==> config.mk <==
export PLATFORM = sky130hd
export DESIGN_NAME = wut_top
export DESIGN_NICKNAME = d
export VERILOG_FILES = /design/src/inc/wut_pkg.sv /design/src/rtl/wut_sync.sv /design/src/rtl/wut_prescale.sv /design/src/rtl/wut_top.sv
export SDC_FILE = /design/constraint.sdc
export NUM_CORES = 1
export LEC_CHECK = 0
export ABC_CLOCK_PERIOD_IN_PS = 8700
export BUFFER_PORTS_ARGS = -buffer_cell sky130_fd_sc_hd__buf_4
export CORE_MARGIN = 2
export CORE_UTILIZATION = 30
export DETAILED_ROUTE_END_ITERATION = 7
export PLACE_DENSITY = 0.52
export SLEW_MARGIN = 20
export SYNTH_ARGS = -nofsm -noshare
export SYNTH_HDL_FRONTEND = slang
export SYNTH_SLANG_ARGS = --single-unit
==> constraint.sdc <==
create_clock -name mclk_i -period 8.7 [get_ports mclk_i]
set_input_delay 0.435 -clock mclk_i [delete_from_list [all_inputs] [get_ports mclk_i]]
set_output_delay 0.435 -clock mclk_i [all_outputs]
set_load 0.005 [all_outputs]
==> src/inc/wut_pkg.sv <==
// constants, types and field layout of the wake-up timer
//=====================================================================
//=====================================================================
package wut_pkg;
    // register byte addresses on the apb bus
    localparam logic [31:0] ADDR_RELOAD = 32'hFFFF0340;
    localparam logic [31:0] ADDR_COUNT  = 32'hFFFF0344;
    localparam logic [31:0] ADDR_CTRL   = 32'hFFFF0348;
    localparam logic [31:0] ADDR_CLEAR  = 32'hFFFF034C;
    localparam logic [31:0] ADDR_STATUS = 32'hFFFF0350;
    localparam logic [31:0] ADDR_MASK   = 32'hFFFF0354;

    // reset values
    localparam logic [31:0] RST_RELOAD = 32'h00000000;
    localparam logic [31:0] RST_COUNT  = 32'h0FFFFFFF;
    localparam logic [10:0] RST_CTRL   = 11'h000;
    localparam logic        RST_MASK   = 1'h1;

    // control field positions (bits 31..11 reserved, read zero)
    localparam int CTRL_W      = 11;
    localparam int BIT_CLKSEL  = 9;
    localparam int BIT_DIR     = 8;
    localparam int BIT_EN      = 7;
    localparam int BIT_MOD     = 6;
    localparam int BIT_FMT     = 4;
    localparam int BIT_SCALE   = 0;

    // clock source codes
    typedef enum logic [1:0] {
        WUT_SRC_OSC  = 2'h0,
        WUT_SRC_DIV  = 2'h1,
        WUT_SRC_XTAL = 2'h2,
        WUT_SRC_FAST = 2'h3
    } wut_src_e;

    // count format codes
    typedef enum logic [1:0] {
        WUT_FMT_BIN    = 2'h0,
        WUT_FMT_RSV    = 2'h1,
        WUT_FMT_HMS23  = 2'h2,
        WUT_FMT_HMS255 = 2'h3
    } wut_fmt_e;

    // prescaler codes and their divide shifts
    localparam logic [3:0] SCALE_16    = 4'h4;
    localparam logic [3:0] SCALE_256   = 4'h8;
    localparam logic [3:0] SCALE_32768 = 4'hF;
    localparam logic [3:0] SHIFT_16    = 4'h4;
    localparam logic [3:0] SHIFT_256   = 4'h8;
    localparam logic [3:0] SHIFT_32768 = 4'hF;

    // hms layout: one byte per field, hundredths lowest
    localparam logic [7:0] HUN_MAX   = 8'h63;
    localparam logic [7:0] SEC_MAX   = 8'h3B;
    localparam logic [7:0] MIN_MAX   = 8'h3B;
    localparam logic [7:0] HR23_MAX  = 8'h17;
    localparam logic [7:0] HR255_MAX = 8'hFF;
endpackage

==> src/rtl/wut_sync.sv <==
// two-flop synchroniser for a group of pin levels
`timescale 1ns/1ns
module wut_sync #(
    parameter int WIDTH = 4
) (
    input  wire logic             mclk_i,
    input  wire logic             rstn_i,
    input  wire logic [WIDTH-1:0] async_i,
    output logic      [WIDTH-1:0] sync_o
);
    //=================================================================
    // synchroniser stages
    logic [WIDTH-1:0] meta; // first stage, read only by second

    // two stages, nothing but the second one looks at the first one
    always_ff @(posedge mclk_i or negedge rstn_i) begin
        if (!rstn_i) begin
            meta   <= '0;
            sync_o <= '0;
        end else begin
            meta   <= async_i;
            sync_o <= meta;
        end
    end
endmodule // wut_sync

==> src/rtl/wut_prescale.sv <==
// prescaler: one tick every 2**shift source edges
`timescale 1ns/1ns
module wut_prescale (
    input  wire logic       mclk_i,
    input  wire logic       rstn_i,
    input  wire logic       edge_i,
    input  wire logic [3:0] shift_i,
    output logic            tick_o
);
    //=================================================================
    // edge counter
    logic [14:0] cnt;      // free count of source edges
    logic [14:0] next_cnt; // next edge count
    logic [14:0] mask;     // low bits that must be all ones

    // tick on the edge that completes a full group
    always_comb begin
        mask     = ~(15'h7FFF << shift_i);
        tick_o   = edge_i && ((cnt & mask) == mask);
        next_cnt = edge_i ? cnt + 15'h0001 : cnt;
    end

    // register the count
    always_ff @(posedge mclk_i or negedge rstn_i) begin
        if (!rstn_i) begin
            cnt <= 15'h0000;
        end else begin
            cnt <= next_cnt;
        end
    end
endmodule // wut_prescale

==> src/rtl/wut_top.sv <==
// wake-up timer with apb registers and interrupt
`timescale 1ns/1ns
module wut_top
    import wut_pkg::*;
(
    input  wire logic        mclk_i,
    input  wire logic        rstn_i,
    input  wire logic        psel_i,
    input  wire logic        penable_i,
    input  wire logic        pwrite_i,
    input  wire logic [31:0] paddr_i,
    input  wire logic [31:0] pwdata_i,
    output logic      [31:0] prdata_o,
    output logic             pready_o,
    output logic             pslverr_o,
    input  wire logic        osc32k_i,
    input  wire logic        core_divider_i,
    input  wire logic        crystal_input_i,
    input  wire logic        clk_10m_i,
    output logic             irq_o
);
    //=================================================================
    // apb decode
    logic        setup;    // first cycle of a transfer
    logic        access;   // access cycle, always ready
    logic        wr;       // write taken this edge
    logic        hit;      // address maps to a register
    logic        clr_wr;   // write to interrupt_clear
    logic        st_w1c;   // write one to status bit

    // decode is combinational; zero wait states
    always_comb begin
        setup  = psel_i && !penable_i;
        access = psel_i && penable_i;
        wr     = access && pwrite_i;
        hit    = (paddr_i >= ADDR_RELOAD) && (paddr_i <= ADDR_MASK) &&
                 (paddr_i[1:0] == 2'h0);
        // any data value clears, width unused
        clr_wr = wr && (paddr_i == ADDR_CLEAR);
        st_w1c = wr && (paddr_i == ADDR_STATUS) && pwdata_i[0];
    end

    // answer at once; unmapped addresses flag an error
    assign pready_o  = 1'h1;
    assign pslverr_o = access && !hit;

    //=================================================================
    // software registers
    logic [31:0]       reload;      // reload_value
    logic [31:0]       next_reload; // next reload_value
    logic [CTRL_W-1:0] ctrl;        // timer_control, used bits
    logic [CTRL_W-1:0] next_ctrl;   // next timer_control
    logic              mask;        // interrupt mask
    logic              next_mask;   // next mask

    // writes land at the access edge
    always_comb begin
        next_reload = reload;
        next_ctrl   = ctrl;
        next_mask   = mask;
        if (wr && paddr_i == ADDR_RELOAD) begin
            next_reload = pwdata_i;
        end
        if (wr && paddr_i == ADDR_CTRL) begin
            next_ctrl = pwdata_i[CTRL_W-1:0];
        end
        if (wr && paddr_i == ADDR_MASK) begin
            next_mask = pwdata_i[0];
        end
    end

    // register file state
    always_ff @(posedge mclk_i or negedge rstn_i) begin
        if (!rstn_i) begin
            reload <= RST_RELOAD;
            ctrl   <= RST_CTRL;
            mask   <= RST_MASK;
        end else begin
            reload <= next_reload;
            ctrl   <= next_ctrl;
            mask   <= next_mask;
        end
    end

    //=================================================================
    // control fields
    wut_src_e   src;      // clock source select
    wut_fmt_e   fmt;      // count format
    logic [3:0] scale;    // prescale select code
    logic       dir_up;   // count direction
    logic       en;       // counter enable
    logic       periodic; // periodic select

    // unpack the control word
    always_comb begin
        src      = wut_src_e'(ctrl[BIT_CLKSEL +: 2]);
        fmt      = wut_fmt_e'(ctrl[BIT_FMT +: 2]);
        scale    = ctrl[BIT_SCALE +: 4];
        dir_up   = ctrl[BIT_DIR];
        en       = ctrl[BIT_EN];
        periodic = ctrl[BIT_MOD];
    end

    //=================================================================
    // source clocks: synchronise, then detect rising edges
    logic [3:0] pins_s; // synchronised source levels
    logic [3:0] pins_d; // one cycle older levels
    logic [3:0] rise;   // rising edge per source
    logic       src_edge; // edge of the selected source

    // sources are slow against mclk, so sampling is enough
    wut_sync #(
        .WIDTH (4)
    ) u_sync (
        .mclk_i  (mclk_i),
        .rstn_i  (rstn_i),
        .async_i ({clk_10m_i, crystal_input_i,
                   core_divider_i, osc32k_i}),
        .sync_o  (pins_s)
    );

    // delay stage for edge detection
    always_ff @(posedge mclk_i or negedge rstn_i) begin
        if (!rstn_i) begin
            pins_d <= 4'h0;
        end else begin
            pins_d <= pins_s;
        end
    end

    // pick the source by its code
    always_comb begin
        rise = pins_s & ~pins_d;
        case (src)
            WUT_SRC_OSC:  src_edge = rise[0];
            WUT_SRC_DIV:  src_edge = rise[1];
            WUT_SRC_XTAL: src_edge = rise[2];
            WUT_SRC_FAST: src_edge = rise[3];
            default:      src_edge = 1'h0;
        endcase
    end

    //=================================================================
    // prescaler
    logic [3:0] shift; // log2 of the divide ratio
    logic       tick;  // one count step due

    // undefined codes fall back to divide by one
    always_comb begin
        case (scale)
            SCALE_16:    shift = SHIFT_16;
            SCALE_256:   shift = SHIFT_256;
            SCALE_32768: shift = SHIFT_32768;
            default:     shift = 4'h0;
        endcase
    end

    // divider shared by every source
    wut_prescale u_prescale (
        .mclk_i  (mclk_i),
        .rstn_i  (rstn_i),
        .edge_i  (src_edge),
        .shift_i (shift),
        .tick_o  (tick)
    );

    //=================================================================
    // time-of-day step, one field per byte with carry or borrow
    function automatic logic [31:0] hms_step(
        input logic [31:0] v,
        input logic        up,
        input logic [7:0]  hmax
    );
        logic [7:0] f   [4];
        logic [7:0] lim [4];
        logic       carry;
        lim[0] = HUN_MAX;
        lim[1] = SEC_MAX;
        lim[2] = MIN_MAX;
        lim[3] = hmax;
        carry  = 1'h1;
        for (int i = 0; i < 4; i++) begin
            f[i] = v[i*8 +: 8];
            if (carry && up) begin
                if (f[i] >= lim[i]) begin
                    f[i] = 8'h00;
                end else begin
                    f[i]  = f[i] + 8'h01;
                    carry = 1'h0;
                end
            end else if (carry) begin
                if (f[i] == 8'h00) begin
                    f[i] = lim[i];
                end else begin
                    f[i]  = f[i] - 8'h01;
                    carry = 1'h0;
                end
            end
        end
        return {f[3], f[2], f[1], f[0]};
    endfunction

    //=================================================================
    // counter
    logic [31:0] count;      // current_count
    logic [31:0] next_count; // next current_count
    logic        hms;        // time-of-day format active
    logic [7:0]  hmax;       // top hour of that format
    logic [31:0] top;        // terminal value when counting up
    logic        term;       // at terminal count this step
    logic        timeout;    // terminal reached on a tick

    // reserved format 01 behaves as binary
    always_comb begin
        hms  = (fmt == WUT_FMT_HMS23) || (fmt == WUT_FMT_HMS255);
        hmax = (fmt == WUT_FMT_HMS23) ? HR23_MAX : HR255_MAX;
        top  = hms ? {hmax, MIN_MAX, SEC_MAX, HUN_MAX} : 32'hFFFFFFFF;
        term = dir_up ? (count == top) : (count == 32'h00000000);
    end

    // clear write outranks a tick in the same cycle; no core
    // clock gating reaches this logic, so it counts on sleep
    always_comb begin
        next_count = count;
        timeout    = 1'h0;
        if (clr_wr) begin
            next_count = reload;
        end else if (en && tick) begin
            timeout = term;
            if (term && periodic) begin
                next_count = reload;
            end else if (hms) begin
                next_count = hms_step(count, dir_up, hmax);
            end else if (dir_up) begin
                next_count = count + 32'h00000001;
            end else begin
                next_count = count - 32'h00000001;
            end
        end
    end

    // count register; writes to its address are dropped
    always_ff @(posedge mclk_i or negedge rstn_i) begin
        if (!rstn_i) begin
            count <= RST_COUNT;
        end else begin
            count <= next_count;
        end
    end

    //=================================================================
    // pending flag and interrupt
    logic pending;      // sticky timeout flag
    logic next_pending; // next flag

    // a timeout in a status write-one cycle still sets the flag; a clear write blocks the timeout
    always_comb begin
        next_pending = timeout ||
                       (pending && !(clr_wr || st_w1c));
    end

    // flag register
    always_ff @(posedge mclk_i or negedge rstn_i) begin
        if (!rstn_i) begin
            pending <= 1'h0;
        end else begin
            pending <= next_pending;
        end
    end

    assign irq_o = pending && mask;

    //=================================================================
    // read data, captured in setup so it comes from a flip-flop
    logic [31:0] rdata;      // value to capture
    logic [31:0] next_rdata; // next prdata

    // interrupt_clear and unmapped addresses read zero
    always_comb begin
        case (paddr_i)
            ADDR_RELOAD: rdata = reload;
            ADDR_COUNT:  rdata = count;
            ADDR_CTRL:   rdata = {21'h000000, ctrl};
            ADDR_STATUS: rdata = {31'h00000000, pending};
            ADDR_MASK:   rdata = {31'h00000000, mask};
            default:     rdata = 32'h00000000;
        endcase
        next_rdata = (setup && !pwrite_i) ? rdata : prdata_o;
    end

    // read data register
    always_ff @(posedge mclk_i or negedge rstn_i) begin
        if (!rstn_i) begin
            prdata_o <= 32'h00000000;
        end else begin
            prdata_o <= next_rdata;
        end
    end
endmodule // wut_top

After elaboration in Yosys (flattened, before gate mapping) --
Cells that the tools add are included.
Storage, ports and cells: word-level logic and storage cells 144, bits in registers 136, bits of input ports 73
Operators by class: bitwise logic cells 4, shift operators 1, order comparisons 6, equal/unequal tests 19, mux-type cells 51, add/subtract/negate cells 11, reductions and logical operators 39
Operators by type and width (number):
- == test 32 bit (second input constant) | 6
- 2-to-1 mux 32 bit | 6
- case mux 32 bit (5 select lines) | 1
- 2-to-1 mux 8 bit | 16
- adder 32 x 1 -> 32 bit (second input constant) | 1
- adder 8 x 1 -> 8 bit (second input constant) | 4
- == test 32 bit | 1
- greater-or-equal comparator 32 bit (second input constant) | 1
- <= comparator 32 bit (second input constant) | 1
- zero test 32 bit | 1
- zero test 8 bit | 4
- subtractor 32 x 1 -> 32 bit (second input constant) | 1
- subtractor 8 x 1 -> 8 bit (second input constant) | 4
- 2-to-1 mux 1 bit | 26
- logical AND 1 bit | 21
- greater-or-equal comparator 8 x 6 -> 1 bit (second input constant) | 2
- adder 15 x 1 -> 15 bit (second input constant) | 1
- AND 15 bit | 1
- == test 15 bit | 1
- inequality test 5 x 2 -> 1 bit (second input constant) | 3
- NOT 15 bit | 1
- left shift 15 x 4 -> 15 bit (first input constant) | 1
- case mux 4 bit (3 select lines) | 1
- == test 2 bit (second input constant) | 4
- 13 further kinds | 22

Depth between registers and ports, before layout --
Gate-level depths: netlist (run 1).
depth after elaboration 28, mapped depth 13, depth with buffers taken out 11

By module --
A second synthesis (run 1) with hierarchy kept.
Second synthesis, totals: cells, all modules 1112, area, all modules 9710.6 sq um
By module, submodules not included:
- wut_top | area each 8683.3 sq um, instances 1, cells an instance 1027
- wut_prescale | area each 827.0 sq um, instances 1, cells an instance 77
- wut_sync | area each 200.2 sq um, instances 1, cells an instance 8

Worst setup path before layout (run 1) --
Ideal clock, no wire load.
path kind reg-to-reg, start reg ctrl[8], end reg count[28], cell stages (with the launch flop) 13, slack 5.218 ns, buffers on the path 1, clock period less this slack 3.482 ns, arrival time 3.357 ns, path through dfrtp_1 -> clkbuf_1 -> inv_2 -> ha_1 -> a211oi_1 -> o21bai_1 -> or2_2 -> a31o_2 -> a221o_1 -> a31oi_1 -> mux2_2 -> nor3_1 -> o31ai_1
Between the ends: cells in the longest elaborated chain, start to end 23, elaborated cells between the ends (all ways) 32
RTL lines:
- from (decl) | line wut_top.sv:51 | logic [CTRL_W-1:0] ctrl;
- from (signal assigned) | line wut_top.sv:80 | ctrl <= next_ctrl;
- 2-to-1 mux 1 bit | line wut_top.sv:184 | if (carry && up) begin
- 2-to-1 mux 1 bit | line wut_top.sv:232 | end else if (hms) begin
- 2-to-1 mux 1 bit | line wut_top.sv:230 | if (term && periodic) begin
- 2-to-1 mux 1 bit | line wut_top.sv:228 | end else if (en && tick) begin
- 2-to-1 mux 1 bit | line wut_top.sv:226 | if (clr_wr) begin
- 2-to-1 mux 1 bit, or another cell as far along | line wut_top.sv:191 | end else if (carry) begin
- 2-to-1 mux 1 bit | line wut_top.sv:184
- 2-to-1 mux 1 bit | line wut_top.sv:232
- (+7 left out)
- 2-to-1 mux 1 bit | line wut_top.sv:228
- 2-to-1 mux 1 bit | line wut_top.sv:226
- logical AND 1 bit | line wut_top.sv:184
- 2-to-1 mux 8 bit | line wut_top.sv:184
- 2-to-1 mux 32 bit | line wut_top.sv:232
- 2-to-1 mux 32 bit | line wut_top.sv:230
- 2-to-1 mux 32 bit | line wut_top.sv:228
- 2-to-1 mux 32 bit | line wut_top.sv:226
- to (signal assigned) | line wut_top.sv:247 | count <= next_count;
- to (decl) | line wut_top.sv:205 | logic [31:0] count;
Parallel ways exist; a longest one is shown, timed or not. The select of a mux whose other input is x is not followed. A chain may end at the register's enable or synchronous reset.

Final worst setup path (run 1) --
start reg ctrl[8], end reg count[31]
Same word-level chain as after synthesis.

==> metrics.md, run 1 <==
| Metric | Value |
|---|---|
| Outcome | `finished with violations` |
| Failing checks | `hold timing` |
| Number of port buffers | `106` |
| WL final | `~32000 um` |
| Non-Filler Instances | `1615` |
| EDFF count, synth | `0` |
| Dpl ws | `between 4000 and 5000 ps` |
| DR vias/cell | `about 5.6` |
| Hold_ws | `-28.1 ps` |
| Die Span Y | `184 um` |
| Clock Root Buffer | `clkbuf_16` |
| # clock sinks | `roughly 140` |
| TritonCTS buffer count | `17` |
| Mapped Avg Cell Area | `about 8.6 um2` |
| Detailed Routing Iterations Pass 1 | `7` |
| IO Count | `about 110` |
| Nets | `1319` |
| CP arrival | `around 4700 ps` |
| Via Count | `9054` |
| Die area | `33900 um2` |
| Hold Buf Count CTS | `0` |
| Storage cell area | `3440 um2` |
| Antenna viol nets, final | `0` |
| Max-cap violations | `0` |
| Power Density | `130 nW/um2` |
| Hold Fails Final Rpt | `7` |
| Initial Utilization | `0.307` |
| Setup violations, final | `0` |
| Final HPWL DP | `around 23000 um` |
| Placed cell area | `about 11000 um2` |
| Leakage | `5.09 nW` |
| M1 wire length | `14000 um` |
| Most frequent cell on the critical path | `o21ai_0` |
| Reg2reg end | `count[31]` |
| Synth top area share | `0.275` |
| Most used DFF post-synth | `dfrtp_1` |
| Htree depth | `4` |
| Worst setup EP type | `register` |
| RePlAce Congestion | `0.860` |
| Max layer used | `met4` |
| Required time of the critical path | `slightly above 9000 ps` |
| Worst R2R Setup Slack | `4420 ps` |
| Seq/Total Area, Yosys | `0.353` |
| Yosys warns | `0` |
| Max Slew Vio Count | `0` |
| Largest net degree at the start of global routing | `73` |
| Area of the multi-input gates | `approximately 6000 um2` |
| Yosys top cell by area | `dfrtp_1` |
| Worst Tran Pin Value | `963 ps` |
| Synth top area cells | `dfrtp_1, dfstp_2, ha_1, mux2_2, o21ai_0` |
| Min-delay worst type | `in -> async` |
| R2R Path Start | `ctrl[8]` |
| Routed length on met2 | `between 15000 and 20000 um` |
| DRC viols | `0` |
| Peak supply drop | `approximately 160 uV` |
| Share of post-route cells with drive strength above 1 | `0.217` |
| R2R cell count | `11` |
| Placed Cells | `1583` |
| Slowest Stage Delay on Critical Path | `750 ps` |
| Antenna violations before repair | `0` |
| Total setup buffers inserted after CTS | `0` |
| Minimum clock period | `roughly 4300 ps` |
| CTS tree | `yes` |
| #FFs+latches synth | `136` |
| ANT cells | `0` |
| Wire per inst | `19.6 um` |
| First-pass GRT wire length | `roughly 50000 um` |
| RSZ-0062 raised after global routing | `no` |
| Crit path max fanout | `38` |
| Final worst setup slack | `4420 ps` |
| CTS clock-pin slew for the worst setup and hold paths | `70 ps` |
| Area grow syn2layout | `18.3%` |
| Asr flop ratio synth | `1.00` |
| Tcrit/Tclk final | `0.492` |
| Core ar. | `31700 um2` |
| WS Path Type | `reg -> reg` |
| Highest Clock Rate | `233 MHz` |
| Synth cell types | `84` |
| Crit start category | `register` |
| Vias in the first global route | `9002` |
| Row count | `65` |
| # resized after CTS | `0` |
| GRT Overall Usage | `0.189` |
| Mapped Area | `slightly below 10000 um2` |
| Slew headroom | `0.358` |
| CP Cell Sequence | `inv_2 -> ha_1 -> o21ai_0 -> o21a_1 -> or4_1 -> a211oi_1 -> o211ai_1 -> o21ai_0 -> a21oi_1 -> o21ai_0 -> a31o_2` |
| Setup TNS | `0 ps` |
| CTS Buffer Depth | `2` |
| Worst skew pair latency | `440 ps` |
| Layout Skew | `11.0 ps` |
| Final Instance Area | `between 10000 and 15000 um2` |
| Crit-path slowest cell | `dfrtp_1` |
| Grt total ovfl | `0` |
| DR WL met3 | `around 1300 um` |
| Die X | `184 um` |
| FILL cells | `3313` |
| Cells after Synth | `1130` |
| Number of DRC markers in iteration 0 | `675` |
| Post-Syn Nets | `1249` |
==> layout by cell type, fill, tap and decap left out, drive strengths merged, types with 11 or more instances in the layout <==
master / instances
nor2: 100
inv: 30
nor2b: 16
a21oi: 62
and3: 15
nor3: 36
xnor2: 27
o21ai: 98
nand4: 22
mux2: 49
o31ai: 13
xor2: 24
clkbuf: 17
ha: 45
nand2: 110
dfstp: 29
a31oi: 25
a21o: 20
o211ai: 11
nand3: 31
a211oi: 18
buf: 120
nor4: 12
a22oi: 35
dfrtp: 107
==> stage by stage <==
stage               power (W)   util
floorplan            0.000698      -
global placement     0.000746  0.344
detailed placement   0.000747  0.344
CTS                   0.00151  0.363
global route          0.00155  0.363
finish                0.00149  0.363
==> cells by family after synthesis <==
family / share of synthesized area
adder cells (fa/ha/maj): 0.0599
buffers and inverters: 0.0365
multiplexers: 0.0652
AND/OR/NAND/NOR: 0.199
other: 0.000385
flip-flops: 0.353
AO/OA/AOI/OAI: 0.240
XOR/XNOR: 0.0459
==> cell type report <==
cell class	count	share of cell area
timing repair buffer	120	0.0786
sequential	136	0.299
tap	402	0.0437
multi-input combinational	902	0.518
inverter	23	0.00750
clock buffer	17	0.0370
clock inverter	15	0.0161
==> synth_stat cells (all sizes together), types with 22 or more instances <==
cell type / number
a21oi: 62
a22oi: 35
a31oi: 25
clkbuf: 59
dfrtp: 107
dfstp: 29
ha: 45
inv: 22
mux2: 49
nand2: 110
nand3: 31
nand4: 22
nor2: 100
nor3: 36
o21ai: 98
xnor2: 27
xor2: 24
==> state kept, by name (all words and copies together) (netlist names) <==
register,flops
ctrl,11
pins_d,4
count,32
u_sync.sync_o,4
reload,32
u_prescale.cnt,15
pending,1
mask,1
u_sync.meta,4
prdata_o,32
==> worst max-delay path by stage <==
stage / slack [ps] / to / from / cells past startpoint
global route: 4110 / count[31] / ctrl[8] / 11
CTS: 4500 / count[28] / ctrl[8] / 11
global placement: 4650 / count[28] / ctrl[8] / 11
detailed placement: 4510 / count[28] / ctrl[8] / 11
finish: 4420 / count[31] / ctrl[8] / 11
floorplan: 5220 / count[28] / ctrl[8] / 12
==> layer usage <==
layer / vias up / GRT usage
li1: 4358 / -
met1: 4423 / 0.245
met2: 230 / 0.325
met3: 43 / 0.0298
met4: 0 / 0.0554
met5: - / 0
==> critical path, delay by kind of cell, from the launching register on <==
family | cells | cell delay (ps)
AND/OR/NAND/NOR | 1 | 530
flip-flops | 1 | 750
adder cells (fa/ha/maj) | 1 | 530
AO/OA/AOI/OAI | 8 | 1900
buffers and inverters | 1 | 510
==> power breakdown <==
group	switching, W	internal, W	total (W)
combinational	0.0000340	0.0000369	0.0000709
sequential	0.0000142	0.000649	0.000663
clock	0.000324	0.000435	0.000759
Note: power is estimated with default switching activity, not from simulation.
==> run 2: changes to the inputs <==
ABC_CLOCK_PERIOD_IN_PS = 3700   (was 8700)
PLACE_DENSITY = 0.54   (was 0.52)
clock period = 3.7 ns   (was 8.7 ns; I/O delays follow)
==> run 2 against run 1 <==
  * The flow now finishes without violations
  * Global-route usage is essentially flat
  * Utilization grew 1.7 points
  * Clock power grew 120%
  * Die area is the same
  * Final cell count grew 3.7%
  * Critical endpoint unchanged
==> metrics.md, run 2 (synthesized netlist as in run 1, its figures left out) <==
| Metric | Value |
|---|---|
| Outcome | `completed` |
| Hold Fails Final Rpt | `0 (-7)` |
| Slowest Stage Delay on Critical Path | `750 ps (about the same)` |
| Die Span Y | `184 um (unchanged)` |
| Crit start category | `register` |
| DRC viols | `0 (unchanged)` |
| Minimum clock period | `3450 ps (-831 ps)` |
| Number of port buffers | `106 (unchanged)` |
| Antenna viol nets, final | `0 (unchanged)` |
| Antenna violations before repair | `1 (+1)` |
| Die area | `33900 um2 (unchanged)` |
| Area grow syn2layout | `23.7%` |
| CTS tree | `yes` |
| Final HPWL DP | `24000 um (+2.7%)` |
| GRT Overall Usage | `0.189 (-0.000458)` |
| Max Slew Vio Count | `0 (unchanged)` |
| CTS Buffer Depth | `2 (unchanged)` |
| First-pass GRT wire length | `50100 um (-0.13%)` |
| RSZ-0062 raised after global routing | `no` |
| FILL cells | `3213 (-3.0%)` |
| Slew headroom | `0.397 (+0.0391)` |
| WL final | `31900 um (+0.89%)` |
| Tcrit/Tclk final | `0.933 (+0.441)` |
| Leakage | `5.36 nW (+5.2%)` |
| Fin util | `0.380 (+0.0168)` |
| Highest Clock Rate | `290 MHz (+24%)` |
| Min-delay worst type | `in -> reg` |
| WS Path Type | `reg -> reg` |
| # clock sinks | `136 (unchanged)` |
| Crit path max fanout | `14 (-63%)` |
| IO Count | `108 (unchanged)` |
| Worst setup EP type | `register` |
| DR vias/cell | `5.58 (-0.45%)` |
| Htree depth | `4 (unchanged)` |
| Share of post-route cells with drive strength above 1 | `0.224 (+0.00742)` |
| Largest regs | `count (32), prdata_o (32), reload (32)` |
| Core ar. | `31700 um2 (unchanged)` |
| Most common cell after layout, fill and taps aside | `buf_4` |
| Non-Filler Instances | `1674 (+3.7%)` |
| Largest net degree at the start of global routing | `88 (+21%)` |
| Placed Cells | `1605 (+1.4%)` |
| Number of DRC markers in iteration 0 | `702 (+4.0%)` |
| Via Count | `9343 (+3.2%)` |
| Nets | `1377 (+4.4%)` |
| Max-cap violations | `0 (unchanged)` |
| RePlAce Congestion | `0.902 (+4.9%)` |
| Initial Utilization | `0.307 (unchanged)` |
| Most frequent cells in the layout | `buf_4, nand2_1, dfrtp_1` |
| Die X | `184 um (unchanged)` |
| Wire per inst | `19.1 um (-2.7%)` |
| Clock Root Buffer | `clkbuf_16` |
| TritonCTS buffer count | `17 (unchanged)` |
| Total setup buffers inserted after CTS | `0 (unchanged)` |
| Detailed Routing Iterations Pass 1 | `6 (-1)` |
| Required time of the critical path | `4030 ps (-5040 ps)` |
| Setup violations, final | `0 (unchanged)` |
| Worst skew pair latency | `440 ps (about the same)` |
| Peak supply drop | `315 uV (+100%)` |
| CP arrival | `3780 ps (-880 ps)` |
| Overall power | `0.00346 W (+130%)` |
| Power Density | `288 nW/um2 (+120%)` |
| CP Cell Sequence | `inv_1 -> ha_1 -> or3b_1 -> or4b_2 -> nor3_1 -> a22o_1 -> nand2_1 -> o21ai_2 -> nor2_1 -> o32a_1 -> a31o_2` |
| Layout Skew | `12.7 ps (+1.67 ps)` |
| Row count | `65 (unchanged)` |
| Setup TNS | `0 ps (unchanged)` |
| Worst Tran Pin Value | `905 ps (-58.6 ps)` |
| Grt total ovfl | `0 (unchanged)` |
| Crit-path slowest cell | `or4b_2` |
| Vias in the first global route | `9171 (+1.9%)` |
| CTS clock-pin slew for the worst setup and hold paths | `70 ps (about the same)` |
[run 2: cell type report]
| type | instances | area (um2) | area share |
|---|---|---|---|
| multi-input cells | 902 | 5980 | 0.497 |
| flip-flops and latches | 136 | 3440 | 0.286 |
| repair buffers | 178 | 1450 | 0.120 |
| well taps | 402 | 503 | 0.0418 |
| clock buffers | 17 | 425 | 0.0353 |
| clock inverters | 15 | 159 | 0.0132 |
| inverters | 23 | 86.3 | 0.00717 |
| diodes | 1 | 2.50 | 0.000208 |
[run 2: path summary, 6_finish.rpt]
kind                            cells past startpoint           start  slack [ps]          endpoint
worst min register to register                      0  u_sync.meta[0]         350  u_sync.sync_o[0]
worst max-delay path                               11        count[8]         250         count[31]
worst min-delay path                                2     pwdata_i[0]          30         reload[0]
worst max register to register                     11        count[8]         250         count[31]
max in group asynchronous                           3          rstn_i        2500         count[18]
min in group asynchronous                           2          rstn_i         400         count[31]
[run 2: timing repair]
item	CTS	global route
resized for setup	0	3
endpoints found under the hold margin	110	0
setup endpoints to repair	0	2
hold buffers	36	0
[run 2: power by group]
part,switching (W),internal (W)
Clock,0.000750,0.000952
Combinational,0.0000890,0.000113
Sequential,0.0000335,0.00153
[run 2: per-stage QoR]
stage          hold slack [ps]  cell area (um2)  setup slack [ps]
2_1_floorplan             -111             9730               218
3_3_place_gp               296            11100               327
3_5_place_dp               296            11100               282
4_1_cts                   19.0            12000               270
5_1_grt                   18.5            12000              28.0
6_report                  31.1            12000               247
[run 2: layer usage]
| layer | vias up | GRT usage | routed length (um) |
|---|---|---|---|
| li1 | 4464 | - | - |
| met1 | 4557 | 0.240 | 14100 |
| met2 | 272 | 0.318 | 15400 |
| met3 | 50 | 0.0348 | 1560 |
| met4 | 0 | 0.0704 | 814 |
| met5 | - | 0 | 0 |
[run 2: worst max-delay path: cells and delay by family, from the launching register on]
| family | cells | cell delay [ps] |
|---|---|---|
| flip-flops | 1 | 420 |
| buffers and inverters | 1 | 70 |
| AO/OA/AOI/OAI | 4 | 1070 |
| adder cells (fa/ha/maj) | 1 | 170 |
| AND/OR/NAND/NOR | 5 | 1630 |
==> run 3: changes to the inputs <==
ABC_CLOCK_PERIOD_IN_PS = 3890   (was 3700)
PLACE_DENSITY = 0.52   (was 0.54)
clock period = 3.89 ns   (was 3.7 ns; I/O delays follow)
==> run 3 against run 2 <==
  * Final cell count decreased by 0.60%
  * Critical path type unchanged
  * Clock power shrank 8%
  * Clock-buffer cell count stayed put
  * Largest power group unchanged
  * Largest cell class unchanged
==> metrics.md, run 3 (synthesized netlist as in run 1, its figures left out) <==
| Metric | Value |
|---|---|
| Via Count | `9287 (-0.60%)` |
| Number of port buffers | `106 (unchanged)` |
| Required time of the critical path | `4210 ps (+180 ps)` |
| Number of DRC markers in iteration 0 | `731 (+4.1%)` |
| Hold Fails Final Rpt | `0 (unchanged)` |
| Worst skew pair latency | `430 ps (about the same)` |
| Wire per inst | `19.3 um (+1.2%)` |
| Sequential fraction of design power | `0.458 (+0.008)` |
| Share of post-route cells with drive strength above 1 | `0.219 (-0.00474)` |
| Clock Root Buffer | `clkbuf_16` |
| IO Count | `108 (unchanged)` |
| TritonCTS buffer count | `17 (unchanged)` |
| Worst Tran Pin Value | `1000 ps (+95.9 ps)` |
| Area grow syn2layout | `22.4%` |
| Worst setup EP type | `register` |
| Highest Clock Rate | `287 MHz (-0.92%)` |
| Combinational share of power | `0.059 (about the same)` |
| Largest regs | `count (32), prdata_o (32), reload (32)` |
| Clock power share | `0.483 (-0.009)` |
| Antenna violations before repair | `1 (unchanged)` |
| Most frequent cells in the layout | `buf_4, nand2_1, dfrtp_1` |
| CTS tree | `yes` |
| Final HPWL DP | `24100 um (+0.35%)` |
| Initial Utilization | `0.307 (unchanged)` |
| WS Path Type | `reg -> reg` |
| RePlAce Congestion | `0.896 (-0.67%)` |
| Grt total ovfl | `0 (unchanged)` |
| CTS clock-pin slew for the worst setup and hold paths | `60 ps (about the same)` |
| Die area | `33900 um2 (unchanged)` |
| GRT Overall Usage | `0.192 (+0.00351)` |
| Die X | `184 um (unchanged)` |
| Core ar. | `31700 um2 (unchanged)` |
| Total setup buffers inserted after CTS | `0 (unchanged)` |
| Leakage | `5.29 nW (-1.3%)` |
| Cell internal pwr | `0.00240 W (-7.5%)` |
| Max-cap violations | `0 (unchanged)` |
| Outcome | `completed` |
| Hold_ws | `20.6 ps (-10.4 ps)` |
| Vias in the first global route | `9101 (-0.76%)` |
| Largest net degree at the start of global routing | `72 (-18%)` |
| First-pass GRT wire length | `50600 um (+0.99%)` |
| DR vias/cell | `5.58 (about the same)` |
| Layout Skew | `8.66 ps (-4.02 ps)` |
| Sw power | `0.000840 W (-3.7%)` |
| Tcrit/Tclk final | `0.896 (-0.0374)` |
| CTS Buffer Depth | `2 (unchanged)` |
| Power Density | `272 nW/um2 (-5.5%)` |
| Peak supply drop | `293 uV (-6.8%)` |
| Htree depth | `4 (unchanged)` |
| Nets | `1368 (-0.65%)` |
| Slew headroom | `0.330 (-0.0664)` |
| Minimum clock period | `3490 ps (+31.9 ps)` |
| ANT cells | `0 (-1)` |
| # clock sinks | `136 (unchanged)` |
| Crit path max fanout | `14 (unchanged)` |
| Setup TNS | `0 ps (unchanged)` |
| Die Span Y | `184 um (unchanged)` |
| Net Sw Frac | `0.259 (+0.00756)` |
| Max Slew Vio Count | `0 (unchanged)` |
| Row count | `65 (unchanged)` |
| Antenna viol nets, final | `0 (unchanged)` |
| Crit start category | `register` |
| Detailed Routing Iterations Pass 1 | `5 (-1)` |
| Most common cell after layout, fill and taps aside | `buf_4` |
| CP arrival | `3800 ps (+20 ps)` |
| DRC viols | `0 (unchanged)` |
| RSZ-0062 raised after global routing | `no` |
| FILL cells | `3285 (+2.2%)` |
| Min-delay worst type | `in -> reg` |
| Setup violations, final | `0 (unchanged)` |
| WL final | `32100 um (+0.62%)` |
run 3: cell count changes in the layout (fill, tap and decap cells not counted), sizes merged:
cell | before | now
buf | 142 | 135
dlygate4sd3 | 36 | 34
bufinv | 1 | 0
clkinv | 4 | 5
diode | 1 | 0
run 3: layer usage:
layer | up-vias | part of all wire | track usage
met5 | - | 0.00090 | 0
met4 | 4 | 0.023 | 0.0579
met3 | 50 | 0.049 | 0.0431
met2 | 271 | 0.49 | 0.324
met1 | 4513 | 0.44 | 0.245
li1 | 4449 | - | -
run 3: power by group through the flow:
stage                     sequential, W  combinational (W)  clock (W)
after floorplan                 0.00150          0.0000588          0
after global placement          0.00151           0.000163          0
after detailed placement        0.00151           0.000166          0
after CTS                       0.00148           0.000195    0.00160
after global routing            0.00149           0.000214    0.00166
final                           0.00148           0.000190    0.00156
run 3: repair_timing:
action,4_1_cts,5_1_grt
resized for setup,0,0
hold buffers,34,0
endpoints found under the hold margin,90,0
run 3: final timing paths:
check                              endpoint  cells past startpoint  slack, ps           start
min reg2reg                u_sync.sync_o[0]                      0        350  u_sync.meta[0]
max                               count[31]                     11        400        count[8]
max in group asynchronous              mask                      3       2530          rstn_i
min                               reload[5]                      2         20     pwdata_i[5]
min in group asynchronous         count[28]                      2        320          rstn_i
max reg2reg                       count[31]                     11        400        count[8]
run 3: cell type report:
class | instances | area [um2] | area share
clock buffer | 17 | 425 | 0.0357
timing repair buffer | 169 | 1360 | 0.114
clock inverter | 15 | 136 | 0.0115
inverter | 23 | 86.3 | 0.00725
multi-input combinational | 902 | 5960 | 0.501
sequential | 136 | 3440 | 0.289
tap | 402 | 503 | 0.0422
run 3: stage by stage:
stage / std cells / power, W / util / instance area [um2] / setup WS, ps
after detailed placement: 1598 / 0.00167 / 0.347 / 11000 / 446
after floorplan: 1130 / 0.00156 / - / 9730 / 408
after global routing: 1664 / 0.00336 / 0.376 / 11900 / 160
after global placement: 1598 / 0.00167 / 0.347 / 11000 / 489
after CTS: 1664 / 0.00328 / 0.376 / 11900 / 428
final: 1664 / 0.00324 / 0.376 / 11900 / 405
run 3: worst max-delay path, stage by stage (launching register included):
cell and delay [ps]:
dfstp_2 410, inv_1 70, ha_1 170, or3b_1 410
or4b_2 750, nor3_1 210, a22o_1 230, nand2_1 100
o21ai_2 290, nor2_1 150, o32a_1 370, a31o_2 210
